### config.mk
export PLATFORM = sky130hd
export DESIGN_NAME = logic_array_power_reset_control
export DESIGN_NICKNAME = d
export VERILOG_FILES = /design/src/hw/plc_pkg.sv /design/src/hw/sample_hold.sv /design/src/hw/pd_sequencer.sv /design/src/hw/logic_array_power_reset_control.sv
export SDC_FILE = /design/constraint.sdc
export NUM_CORES = 1
export LEC_CHECK = 0
export BUFFER_PORTS_ARGS = -buffer_cell sky130_fd_sc_hd__clkbuf_2
export CORE_ASPECT_RATIO = 0.5
export CORE_MARGIN = 10
export CORE_UTILIZATION = 50
export CTS_BUF_LIST = sky130_fd_sc_hd__clkbuf_2
export DETAILED_ROUTE_END_ITERATION = 12
export PLACE_DENSITY = 0.76
export SLEW_MARGIN = 20
export SYNTH_ARGS = -nofsm -noshare
export SYNTH_HDL_FRONTEND = slang
export SYNTH_HIERARCHICAL = 1
export SYNTH_SLANG_ARGS = --single-unit
### constraint.sdc
create_clock -name clk_in -period 1.9 [get_ports clk_in]
set_input_delay 0.095 -clock clk_in [delete_from_list [all_inputs] [get_ports clk_in]]
set_output_delay 0.095 -clock clk_in [all_outputs]
set_load 0.02 [all_outputs]
### src/hw/plc_pkg.sv
// constants, register map and types for the logic array power and reset control
package plc_pkg;

   localparam int CLK_PERIOD_NS = 4;
   // speed grade select: 0 for the fast grade, 1 for the slow grade
   localparam bit SLOW_GRADE = 1'b0;

   localparam int MAC_W = 10;
   localparam int IN_W  = 11;
   localparam int ARR_W = 12;
   localparam int CTL_W = 4;
   localparam int CNT_W = 8;
   localparam int SIG_W = 32;

   // times in ns
   localparam int POWERUP_RESET_INTERVAL_TYP_NS = 600;
   localparam int POWERUP_RESET_INTERVAL_MAX_NS = 1000;
   localparam int IN_OFF_NS  = SLOW_GRADE ? 15 : 10;
   localparam int IN_ON_NS   = SLOW_GRADE ? 15 : 10;
   localparam int CTL_ON_NS  = SLOW_GRADE ? 30 : 25;
   localparam int OUT_ON_NS  = SLOW_GRADE ? 35 : 30;

   // longest times round down, never below one cycle
   function automatic int floor_cyc(input int ns);
      floor_cyc = (ns / CLK_PERIOD_NS < 1) ? 1 : ns / CLK_PERIOD_NS;
   endfunction

   localparam logic [CNT_W-1:0] PWRUP_CYC  = CNT_W'(floor_cyc(POWERUP_RESET_INTERVAL_MAX_NS));
   localparam logic [CNT_W-1:0] IN_OFF_CYC = CNT_W'(floor_cyc(IN_OFF_NS));
   localparam logic [CNT_W-1:0] IN_ON_CYC  = CNT_W'(floor_cyc(IN_ON_NS));
   localparam logic [CNT_W-1:0] CTL_ON_CYC = CNT_W'(floor_cyc(CTL_ON_NS));
   localparam logic [CNT_W-1:0] OUT_ON_CYC = CNT_W'(floor_cyc(OUT_ON_NS));
   localparam logic [CNT_W-1:0] CNT_ONE    = 8'h01;
   localparam logic [CNT_W-1:0] CNT_MAX    = 8'hFF;

   // register byte offsets
   localparam logic [5:0] REG_CONFIG   = 6'h00;
   localparam logic [5:0] REG_POLARITY = 6'h04;
   localparam logic [5:0] REG_PRELOAD  = 6'h08;
   localparam logic [5:0] REG_SECURE   = 6'h0C;
   localparam logic [5:0] REG_STATUS   = 6'h10;
   localparam logic [5:0] REG_MACSTATE = 6'h14;
   localparam logic [5:0] REG_SIG_LO   = 6'h18;
   localparam logic [5:0] REG_SIG_HI   = 6'h1C;

   // field positions
   localparam int CFG_PD_EN_BIT      = 0;
   localparam int SECURE_SET_BIT     = 0;
   localparam int PRELOAD_MASK_LSB   = 16;
   localparam int ST_SECURED_BIT     = 0;
   localparam int ST_DOWN_BIT        = 1;
   localparam int ST_PWRUP_DONE_BIT  = 2;
   localparam int ST_RB_REFUSED_BIT  = 3;
   localparam int ST_PL_REFUSED_BIT  = 4;

   // reset values; signature defaults are arbitrary
   localparam logic [MAC_W-1:0] POLARITY_RST = 10'h000;
   localparam logic [SIG_W-1:0] SIG_LO_RST   = 32'h00000000;
   localparam logic [SIG_W-1:0] SIG_HI_RST   = 32'h00000000;

   typedef enum logic [1:0] {
      PD_ACTIVE = 2'h0,
      PD_DOWN   = 2'h1,
      PD_WAKE   = 2'h2
   } pd_state_t;

endpackage

### src/hw/sample_hold.sv
// register that samples its input while enabled and holds it otherwise
module sample_hold #(
   parameter int W = 1
) (
   // clock and reset
   input  wire logic         clk_in,
   input  wire logic         rst_in,
   // data
   input  wire logic         en_in,
   input  wire logic [W-1:0] d_in,
   output logic      [W-1:0] q_out
);

   logic [W-1:0] q_d;

   always_comb begin
      q_d = en_in ? d_in : q_out;
   end

   always_ff @(posedge clk_in) begin
      if (rst_in) begin
         q_out <= '0;
      end else begin
         q_out <= q_d;
      end
   end

endmodule

### src/hw/pd_sequencer.sv
// power-down entry and staged wake-up sequencing
module pd_sequencer (
   // clock and reset
   input  wire logic clk_in,
   input  wire logic rst_in,
   // power-down request
   input  wire logic pd_active_in,
   // gates
   output logic      in_accept_out,
   output logic      ctl_accept_out,
   output logic      out_valid_out,
   output logic      down_out
);

   plc_pkg::pd_state_t              state_q, state_d;
   logic [plc_pkg::CNT_W-1:0]       cnt_q, cnt_d;

   always_comb begin
      state_d = state_q;
      cnt_d   = cnt_q;
      case (state_q)
         plc_pkg::PD_ACTIVE: begin
            if (pd_active_in) begin
               state_d = plc_pkg::PD_DOWN;
            end
         end
         plc_pkg::PD_DOWN: begin
            if (!pd_active_in) begin
               state_d = plc_pkg::PD_WAKE;
               cnt_d   = plc_pkg::CNT_ONE;
            end
         end
         plc_pkg::PD_WAKE: begin
            if (pd_active_in) begin
               state_d = plc_pkg::PD_DOWN;
            end else if (cnt_q >= plc_pkg::OUT_ON_CYC) begin
               state_d = plc_pkg::PD_ACTIVE;
            end else begin
               cnt_d = cnt_q + plc_pkg::CNT_ONE;
            end
         end
         default: begin
            state_d = plc_pkg::PD_ACTIVE;
         end
      endcase
   end

   always_ff @(posedge clk_in) begin
      if (rst_in) begin
         state_q <= plc_pkg::PD_ACTIVE;
         cnt_q   <= '0;
      end else begin
         state_q <= state_d;
         cnt_q   <= cnt_d;
      end
   end

   // each class of pin comes back at its own delay after the pin falls
   assign in_accept_out  = (state_q == plc_pkg::PD_ACTIVE) ||
                           ((state_q == plc_pkg::PD_WAKE) && (cnt_q >= plc_pkg::IN_ON_CYC));
   assign ctl_accept_out = (state_q == plc_pkg::PD_ACTIVE) ||
                           ((state_q == plc_pkg::PD_WAKE) && (cnt_q >= plc_pkg::CTL_ON_CYC));
   assign out_valid_out  = (state_q == plc_pkg::PD_ACTIVE) ||
                           ((state_q == plc_pkg::PD_WAKE) && (cnt_q >= plc_pkg::OUT_ON_CYC));
   assign down_out       = (state_q == plc_pkg::PD_DOWN);

endmodule

### src/hw/logic_array_power_reset_control.sv
// macrocell registers with power-up clear, power-down hold, preload and security
// Functional notes
// - power-up clears all macrocell registers low without a clock edge
// - after clear each output pin shows register value through its polarity
// - preload forces each register individually high or low
// - 64 signature bits stay readable at all times, secured or not
// - security bit refuses readback and preload, still allows signature reads
// - inputs, enable and clock ignored within 10 or 15 ns of power-down
// - logic inputs accepted again within 10 or 15 ns of power-down falling
// - enable and clock accepted again within 25 or 30 ns after falling
// - outputs valid again within 30 or 35 ns after power-down falls
// - in power-down all registers, outputs and states are held
// - in power-down every input except the power-down pin is blocked
// - with power-down option off the shared pin is an array input
//
// The Avalon-MM interface to the registers and the register addresses were chosen for this implementation.
module logic_array_power_reset_control (
   // clock and reset
   input  wire logic                       clk_in,
   input  wire logic                       rst_in,
   // avalon-mm slave
   input  wire logic [5:0]                 avs_address_in,
   input  wire logic                       avs_read_in,
   input  wire logic                       avs_write_in,
   input  wire logic [31:0]                avs_writedata_in,
   output logic      [31:0]                avs_readdata_out,
   output logic                            avs_waitrequest_out,
   // device pins
   input  wire logic [plc_pkg::IN_W-1:0]   logic_in,
   input  wire logic                       power_down_pin_in,
   input  wire logic                       dev_clk_in,
   input  wire logic                       oe_in,
   input  wire logic                       async_reset_in,
   input  wire logic                       sync_preset_in,
   input  wire logic [plc_pkg::MAC_W-1:0]  array_next_in,
   // array side
   output logic      [plc_pkg::ARR_W-1:0]  array_in_out,
   output logic      [plc_pkg::MAC_W-1:0]  pin_out,
   output logic      [plc_pkg::MAC_W-1:0]  pin_oe_out,
   output logic                            powered_down_out
);

   // configuration and status
   logic                        pd_en_q, pd_en_d;
   logic [plc_pkg::MAC_W-1:0]   pol_q, pol_d;
   logic [plc_pkg::SIG_W-1:0]   sig_lo_q, sig_lo_d;
   logic [plc_pkg::SIG_W-1:0]   sig_hi_q, sig_hi_d;
   logic                        secured_q, secured_d;
   logic                        rb_ref_q, rb_ref_d;
   logic                        pl_ref_q, pl_ref_d;
   logic [31:0]                 rdata_d;
   logic                        wait_d;
   // macrocells and pins
   logic [plc_pkg::MAC_W-1:0]   mac_q, mac_d;
   logic [plc_pkg::MAC_W-1:0]   pin_d, oe_d;
   logic                        clk_prev_q, clk_prev_d;
   logic [plc_pkg::CNT_W-1:0]   pwrup_cnt_q, pwrup_cnt_d;
   logic                        pwrup_done_q, pwrup_done_d;
   logic                        down_d;
   // wires
   logic                        pd_active;
   logic                        in_accept, ctl_accept, out_valid, seq_down;
   logic [plc_pkg::CTL_W-1:0]   ctl_h;
   logic                        oe_h, clk_h, arst_h, spre_h;
   logic                        wr_acc, rd_start, clk_rise, preload_ok;
   logic [plc_pkg::MAC_W-1:0]   pl_val, pl_mask;

   function automatic logic hit(input logic [5:0] addr, input logic [5:0] off);
      hit = (addr == off);
   endfunction

   // the shared pin only means power-down when the option is configured
   assign pd_active = pd_en_q & power_down_pin_in;

   pd_sequencer u_seq (
      .clk_in         (clk_in),
      .rst_in         (rst_in),
      .pd_active_in   (pd_active),
      .in_accept_out  (in_accept),
      .ctl_accept_out (ctl_accept),
      .out_valid_out  (out_valid),
      .down_out       (seq_down)
   );

   // inputs freeze at their last accepted level while blocked
   sample_hold #(.W(plc_pkg::ARR_W)) u_in_hold (
      .clk_in (clk_in),
      .rst_in (rst_in),
      .en_in  (in_accept),
      .d_in   ({(pd_en_q ? 1'b0 : power_down_pin_in), logic_in}),
      .q_out  (array_in_out)
   );

   sample_hold #(.W(plc_pkg::CTL_W)) u_ctl_hold (
      .clk_in (clk_in),
      .rst_in (rst_in),
      .en_in  (ctl_accept),
      .d_in   ({oe_in, dev_clk_in, async_reset_in, sync_preset_in}),
      .q_out  (ctl_h)
   );

   assign {oe_h, clk_h, arst_h, spre_h} = ctl_h;

   assign wr_acc   = avs_write_in & ~avs_waitrequest_out;
   assign rd_start = avs_read_in & avs_waitrequest_out;
   assign pl_val   = avs_writedata_in[plc_pkg::MAC_W-1:0];
   assign pl_mask  = avs_writedata_in[plc_pkg::PRELOAD_MASK_LSB +: plc_pkg::MAC_W];
   assign preload_ok = wr_acc & hit(avs_address_in, plc_pkg::REG_PRELOAD) &
                       ~secured_q & ~seq_down;
   // the clock is ignored until the power-up interval has run out
   assign clk_rise = clk_h & ~clk_prev_q & ctl_accept & pwrup_done_q;

   // power-up interval and macrocells
   always_comb begin
      pwrup_cnt_d  = pwrup_cnt_q;
      pwrup_done_d = pwrup_done_q;
      if (!pwrup_done_q) begin
         pwrup_cnt_d  = pwrup_cnt_q + plc_pkg::CNT_ONE;
         pwrup_done_d = (pwrup_cnt_d >= plc_pkg::PWRUP_CYC);
      end
      clk_prev_d = clk_h;
      mac_d      = mac_q;
      if (ctl_accept && arst_h) begin
         mac_d = '0;
      end else if (preload_ok) begin
         mac_d = (mac_q & ~pl_mask) | (pl_val & pl_mask);
      end else if (clk_rise) begin
         mac_d = spre_h ? '1 : array_next_in;
      end
      // outputs and enables freeze until the wake sequence releases them
      pin_d  = out_valid ? (mac_q ^ pol_q) : pin_out;
      oe_d   = out_valid ? {plc_pkg::MAC_W{oe_h}} : pin_oe_out;
      down_d = seq_down;
   end

   always_ff @(posedge clk_in) begin
      if (rst_in) begin
         mac_q            <= '0;
         pin_out          <= '0;
         pin_oe_out       <= '0;
         clk_prev_q       <= 1'b0;
         pwrup_cnt_q      <= '0;
         pwrup_done_q     <= 1'b0;
         powered_down_out <= 1'b0;
      end else begin
         mac_q            <= mac_d;
         pin_out          <= pin_d;
         pin_oe_out       <= oe_d;
         clk_prev_q       <= clk_prev_d;
         pwrup_cnt_q      <= pwrup_cnt_d;
         pwrup_done_q     <= pwrup_done_d;
         powered_down_out <= down_d;
      end
   end

   // register file: answer one cycle after the request, take writes on release
   always_comb begin
      pd_en_d   = pd_en_q;
      pol_d     = pol_q;
      sig_lo_d  = sig_lo_q;
      sig_hi_d  = sig_hi_q;
      secured_d = secured_q;
      rb_ref_d  = rb_ref_q;
      pl_ref_d  = pl_ref_q;
      rdata_d   = avs_readdata_out;
      wait_d    = ~((avs_read_in | avs_write_in) & avs_waitrequest_out);
      if (wr_acc) begin
         if (hit(avs_address_in, plc_pkg::REG_CONFIG)) begin
            pd_en_d = avs_writedata_in[plc_pkg::CFG_PD_EN_BIT];
         end else if (hit(avs_address_in, plc_pkg::REG_POLARITY)) begin
            pol_d = avs_writedata_in[plc_pkg::MAC_W-1:0];
         end else if (hit(avs_address_in, plc_pkg::REG_SECURE)) begin
            // the lock is immediate and stays until the next power-up
            secured_d = secured_q | avs_writedata_in[plc_pkg::SECURE_SET_BIT];
         end else if (hit(avs_address_in, plc_pkg::REG_STATUS)) begin
            rb_ref_d = rb_ref_q & ~avs_writedata_in[plc_pkg::ST_RB_REFUSED_BIT];
            pl_ref_d = pl_ref_q & ~avs_writedata_in[plc_pkg::ST_PL_REFUSED_BIT];
         end else if (hit(avs_address_in, plc_pkg::REG_SIG_LO) && !secured_q) begin
            sig_lo_d = avs_writedata_in;
         end else if (hit(avs_address_in, plc_pkg::REG_SIG_HI) && !secured_q) begin
            sig_hi_d = avs_writedata_in;
         end
      end
      // set wins over a clear in the same cycle
      if (wr_acc && hit(avs_address_in, plc_pkg::REG_PRELOAD) && secured_q) begin
         pl_ref_d = 1'b1;
      end
      if (rd_start) begin
         rdata_d = 32'h00000000;
         if (hit(avs_address_in, plc_pkg::REG_CONFIG)) begin
            rdata_d[plc_pkg::CFG_PD_EN_BIT] = pd_en_q & ~secured_q;
            rb_ref_d = rb_ref_d | secured_q;
         end else if (hit(avs_address_in, plc_pkg::REG_POLARITY)) begin
            rdata_d[plc_pkg::MAC_W-1:0] = secured_q ? '0 : pol_q;
            rb_ref_d = rb_ref_d | secured_q;
         end else if (hit(avs_address_in, plc_pkg::REG_MACSTATE)) begin
            rdata_d[plc_pkg::MAC_W-1:0] = secured_q ? '0 : mac_q;
            rb_ref_d = rb_ref_d | secured_q;
         end else if (hit(avs_address_in, plc_pkg::REG_STATUS)) begin
            rdata_d[plc_pkg::ST_SECURED_BIT]    = secured_q;
            rdata_d[plc_pkg::ST_DOWN_BIT]       = seq_down;
            rdata_d[plc_pkg::ST_PWRUP_DONE_BIT] = pwrup_done_q;
            rdata_d[plc_pkg::ST_RB_REFUSED_BIT] = rb_ref_q;
            rdata_d[plc_pkg::ST_PL_REFUSED_BIT] = pl_ref_q;
         end else if (hit(avs_address_in, plc_pkg::REG_SIG_LO)) begin
            rdata_d = sig_lo_q;
         end else if (hit(avs_address_in, plc_pkg::REG_SIG_HI)) begin
            rdata_d = sig_hi_q;
         end
      end
   end

   always_ff @(posedge clk_in) begin
      if (rst_in) begin
         pd_en_q             <= 1'b0;
         pol_q               <= plc_pkg::POLARITY_RST;
         sig_lo_q            <= plc_pkg::SIG_LO_RST;
         sig_hi_q            <= plc_pkg::SIG_HI_RST;
         secured_q           <= 1'b0;
         rb_ref_q            <= 1'b0;
         pl_ref_q            <= 1'b0;
         avs_readdata_out    <= 32'h00000000;
         avs_waitrequest_out <= 1'b1;
      end else begin
         pd_en_q             <= pd_en_d;
         pol_q               <= pol_d;
         sig_lo_q            <= sig_lo_d;
         sig_hi_q            <= sig_hi_d;
         secured_q           <= secured_d;
         rb_ref_q            <= rb_ref_d;
         pl_ref_q            <= pl_ref_d;
         avs_readdata_out    <= rdata_d;
         avs_waitrequest_out <= wait_d;
      end
   end

   // helper: cycles since the power-down request was last seen high
   logic [plc_pkg::CNT_W-1:0] quiet_q;

   always_ff @(posedge clk_in) begin
      if (rst_in || pd_active) begin
         quiet_q <= '0;
      end else if (quiet_q != plc_pkg::CNT_MAX) begin
         quiet_q <= quiet_q + plc_pkg::CNT_ONE;
      end
   end
endmodule

==> results.cfg <==
[run_status]
outcome = finished, violations left
violations = setup timing

[routing]
detail_route.iter0.violations = 743
wl_per_cell_microns = 17.44
detailedRoute.firstPassIterationCount = 6
post_drt_via_cell_ratio = 5.543
drt.antenna.violating_nets = 0
wirelength_mm = 22.03
route.vias.total = 7001
remaining_drc_errors = 0

[power]
seq_power_share = 0.597
power_density_nw_per_um2 = 644.9
p_comb_frac = 0.096
power.share.switching = 0.2846
peakVddDrop_mv = 0.3297
standby_leakage_power_nw = 4.182
power.net_switching_mw = 1.727
power_report.internal_total_mw = 4.341
power_frac_clock = 0.307

[clock_tree]
clkSlewWorstSetupHoldPaths_ns = 0.26
cts_root_buf = sky130_fd_sc_hd__clkbuf_2
max-clock-path-buffers = 2
worst_skew_pair.late_latency_ns = 0.75
total_cts_buffers = 17
cts_tree = done
clock_sink_count = 169
ctsHtreeMaxLevel = 4

[floorplan]
floorplan.rows = 31
fp.dieArea_sq_um = 20420
io_pins = 134
die_width_microns = 192.4
chipHeight_microns = 106.2
core_area_sq_um = 14510
start_util = 0.5120

[place]
worst_slack_after_detailed_placement_ns = -0.2670
gp_congestion = 0.8991
io_buffer_count = 133
dpl.hpwl_mm = 14.53
detailed_place.area_sq_um = 8371

[setup_path]
cp_slowest_cell = sky130_fd_sc_hd__or4b_4
cpPeakStageDelay_ns = 0.56
critPathBufInv = 0
worst-path-max-fanout = 10
worst_setup_sp_type = flip-flop
critical_setup_path_class = reg -> reg
cp_data_arrival_time_ns = 2.69
critPathTopFamily = simple AND/OR/NAND/NOR gates
cp_data_required_time_ns = 2.56
rrSetupSlack_ns = -0.13
crit_path_cell_trace = or4b_4, nor3_4, a21oi_2, nand4b_1, a41oi_4, a211oi_1, nor4_1
end_kind = flip-flop

[logic_synthesis]
ys_types = 62
async_flop_share = 0
synth_largest_type_area_fraction = 0.4555
seq_area_frac_synth = 0.4555
yosys-top-cells-area = sky130_fd_sc_hd__dfxtp_1 (46%), sky130_fd_sc_hd__mux2i_1 (8.5%), sky130_fd_sc_hd__nand2_1 (5.1%)
synthMostInstantiatedCell = sky130_fd_sc_hd__dfxtp_1
postSynthAreaPerCell_sq_um = 8.687
ys.flop_type = sky130_fd_sc_hd__dfxtp_1
yosys_register_bits = 169
synth_cells = 855
yosys-top-cells-count = sky130_fd_sc_hd__dfxtp_1 (169), sky130_fd_sc_hd__nand2_1 (100), sky130_fd_sc_hd__nor2_1 (92)
netlist_area_before_placement_sq_um = 7427
syn-num-nets = 927
synth_warnings = 6
synth_enable_flop_cells = 0
synth_largest_area_cell = sky130_fd_sc_hd__dfxtp_1

[finish]
register_area_sq_um = 3387
fillerInstances = 1154
diode_insertion_count_for_antenna_repair = 0
layout.nets = 1124
syn_to_final_growth_pct = 26.68
drive_above_1_share = 0.2207
final_standard_cell_area_without_fillers_sq_um = 9409
multi_input_comb_area_sq_um = 3676

[timing]
finalHoldViolCount = 0
fmax_mhz = 492.5
setup_viol_count_final = 10
timing_max_transition_violations_final = 0
timing.final.ws_setup_ns = -0.1304
fin_crit_ns = 2.030
worst-slew-pin-transition_ns = 0.8534
rsz0062_at_grt = true
timing.clock.skew_ns = 0.04109
max-slew-margin-rel = 0.4267
final_min_period_over_clock_period = 1.069
worst_hold_slack_ns = 0.07354

[global_route]
first_global_vias = 6858
grt_util_all_layers = 0.2128
grt_start_max_net_pins = 85
antenna_violations_before_repair = 0
overflow_left_after_global_routing = 0
grt_first_pass_wirelength_mm = 35.35

[worst_hold_path]
hold_path_class = in -> reg

[job]
count_of_max_cap_constraint_violations = 0
what timing repair did:
action                     CTS  global route
setup buffers                1             0
pin swaps                    7             6
setup endpoints to repair   10            17
hold endpoints to repair   158             0
gates resized for setup      9             8
hold buffers                72             0
cloned                       1             0
flip-flops by register name, indices dropped and copies added (netlist names), 4 cells and up, named ones only:
signal and count:
avs_readdata_out 32, pin_out 10, pol_q 10, pwrup_cnt_q 8
sig_hi_q 32, sig_lo_q 32, u_ctl_hold/q_out 4, u_in_hold/q_out 12
u_seq/cnt_q 8
worst min-delay path: stages:
cell,delay (ns)
sky130_fd_sc_hd__clkbuf_2,0.10
sky130_fd_sc_hd__or4_4,0.13
sky130_fd_sc_hd__or4_1,0.09
sky130_fd_sc_hd__buf_4,0.22
sky130_fd_sc_hd__mux2i_1,0.10
sky130_fd_sc_hd__nor2_1,0.07
cells by family (layout without fill, tap and decap cells):
kind of cell / Yosys count / after routing / share of synthesized area
buffers and inverters: 102 / 311 / 0.06149
multiplexers: 70 / 70 / 0.09855
XOR/XNOR: 18 / 18 / 0.02123
AND/OR/NAND/NOR: 331 / 332 / 0.2200
flip-flops: 169 / 169 / 0.4555
adder cells (fa/ha/maj): 4 / 4 / 0.006739
AO/OA/AOI/OAI: 161 / 161 / 0.1365
power groups by stage:
stage	clock network (mW)	logic [mW]	registers, mW
floorplan	0	0.221	3.69
global placement	0	0.447	3.68
detailed placement	0	0.451	3.68
CTS	1.89	0.571	3.62
global route	2.05	0.625	3.63
finish	1.86	0.585	3.62
cells in the final DEF (no fill, tap or decap), types with 5 or more instances in the layout:
cell,instances
sky130_fd_sc_hd__nand2_1,100
sky130_fd_sc_hd__a22o_1,5
sky130_fd_sc_hd__and3_1,24
sky130_fd_sc_hd__buf_4,39
sky130_fd_sc_hd__nor2_1,91
sky130_fd_sc_hd__o21ai_0,20
sky130_fd_sc_hd__o21ai_1,10
sky130_fd_sc_hd__xor2_1,5
sky130_fd_sc_hd__o2bb2ai_1,5
sky130_fd_sc_hd__dfxtp_1,166
sky130_fd_sc_hd__a21oi_1,67
sky130_fd_sc_hd__and2_1,5
sky130_fd_sc_hd__nor3_1,36
sky130_fd_sc_hd__nor4_1,11
sky130_fd_sc_hd__nand3_1,5
sky130_fd_sc_hd__nor2b_1,12
sky130_fd_sc_hd__mux2i_1,63
sky130_fd_sc_hd__xnor2_1,13
sky130_fd_sc_hd__and3b_1,12
sky130_fd_sc_hd__clkbuf_2,149
sky130_fd_sc_hd__a211oi_1,22
sky130_fd_sc_hd__nand4_1,8
sky130_fd_sc_hd__a22oi_1,5
sky130_fd_sc_hd__mux2_2,5
sky130_fd_sc_hd__inv_1,31
sky130_fd_sc_hd__dlygate4sd3_1,72
through the flow:
stage | power, mW | util | instances | TNS (ns)
after floorplan | 3.912 | - | 855 | 0
after global placement | 4.127 | 0.5770 | 1157 | -1.024
final | 6.068 | 0.6486 | 1263 | -0.8882
after detailed placement | 4.133 | 0.5770 | 1157 | -2.260
after global routing | 6.309 | 0.6486 | 1263 | -1.812
after CTS | 6.082 | 0.6464 | 1263 | -0.7337
final cells by class:
cell class | instances | area share
repair buffers | 247 | 0.1864
multi-input cells | 585 | 0.3907
inverters | 32 | 0.01277
clock inverters | 15 | 0.01476
clock buffers | 17 | 0.009043
well taps | 198 | 0.02633
flip-flops and latches | 169 | 0.3600
worst paths after layout:
| check | from | end | depth (start not counted) |
|---|---|---|---|
| setup reg to reg | u_seq/cnt_q[4] | flip-flop | 7 |
| hold reg to reg | sig_lo_q[19] | sig_lo_q[19] | 2 |
| setup / recovery | u_seq/cnt_q[4] | flip-flop | 7 |
| hold / removal | avs_address_in[1] | pol_q[7] | 6 |
per-layer routing:
metal	track usage	vias up	wire [microns]
li1	-	3375	-
met1	0.2568	3285	9206
met2	0.3570	284	10370
met3	0.06262	57	1979
met4	0.07096	0	480
met5	0	-	0
(Power assumes the default switching activity.)
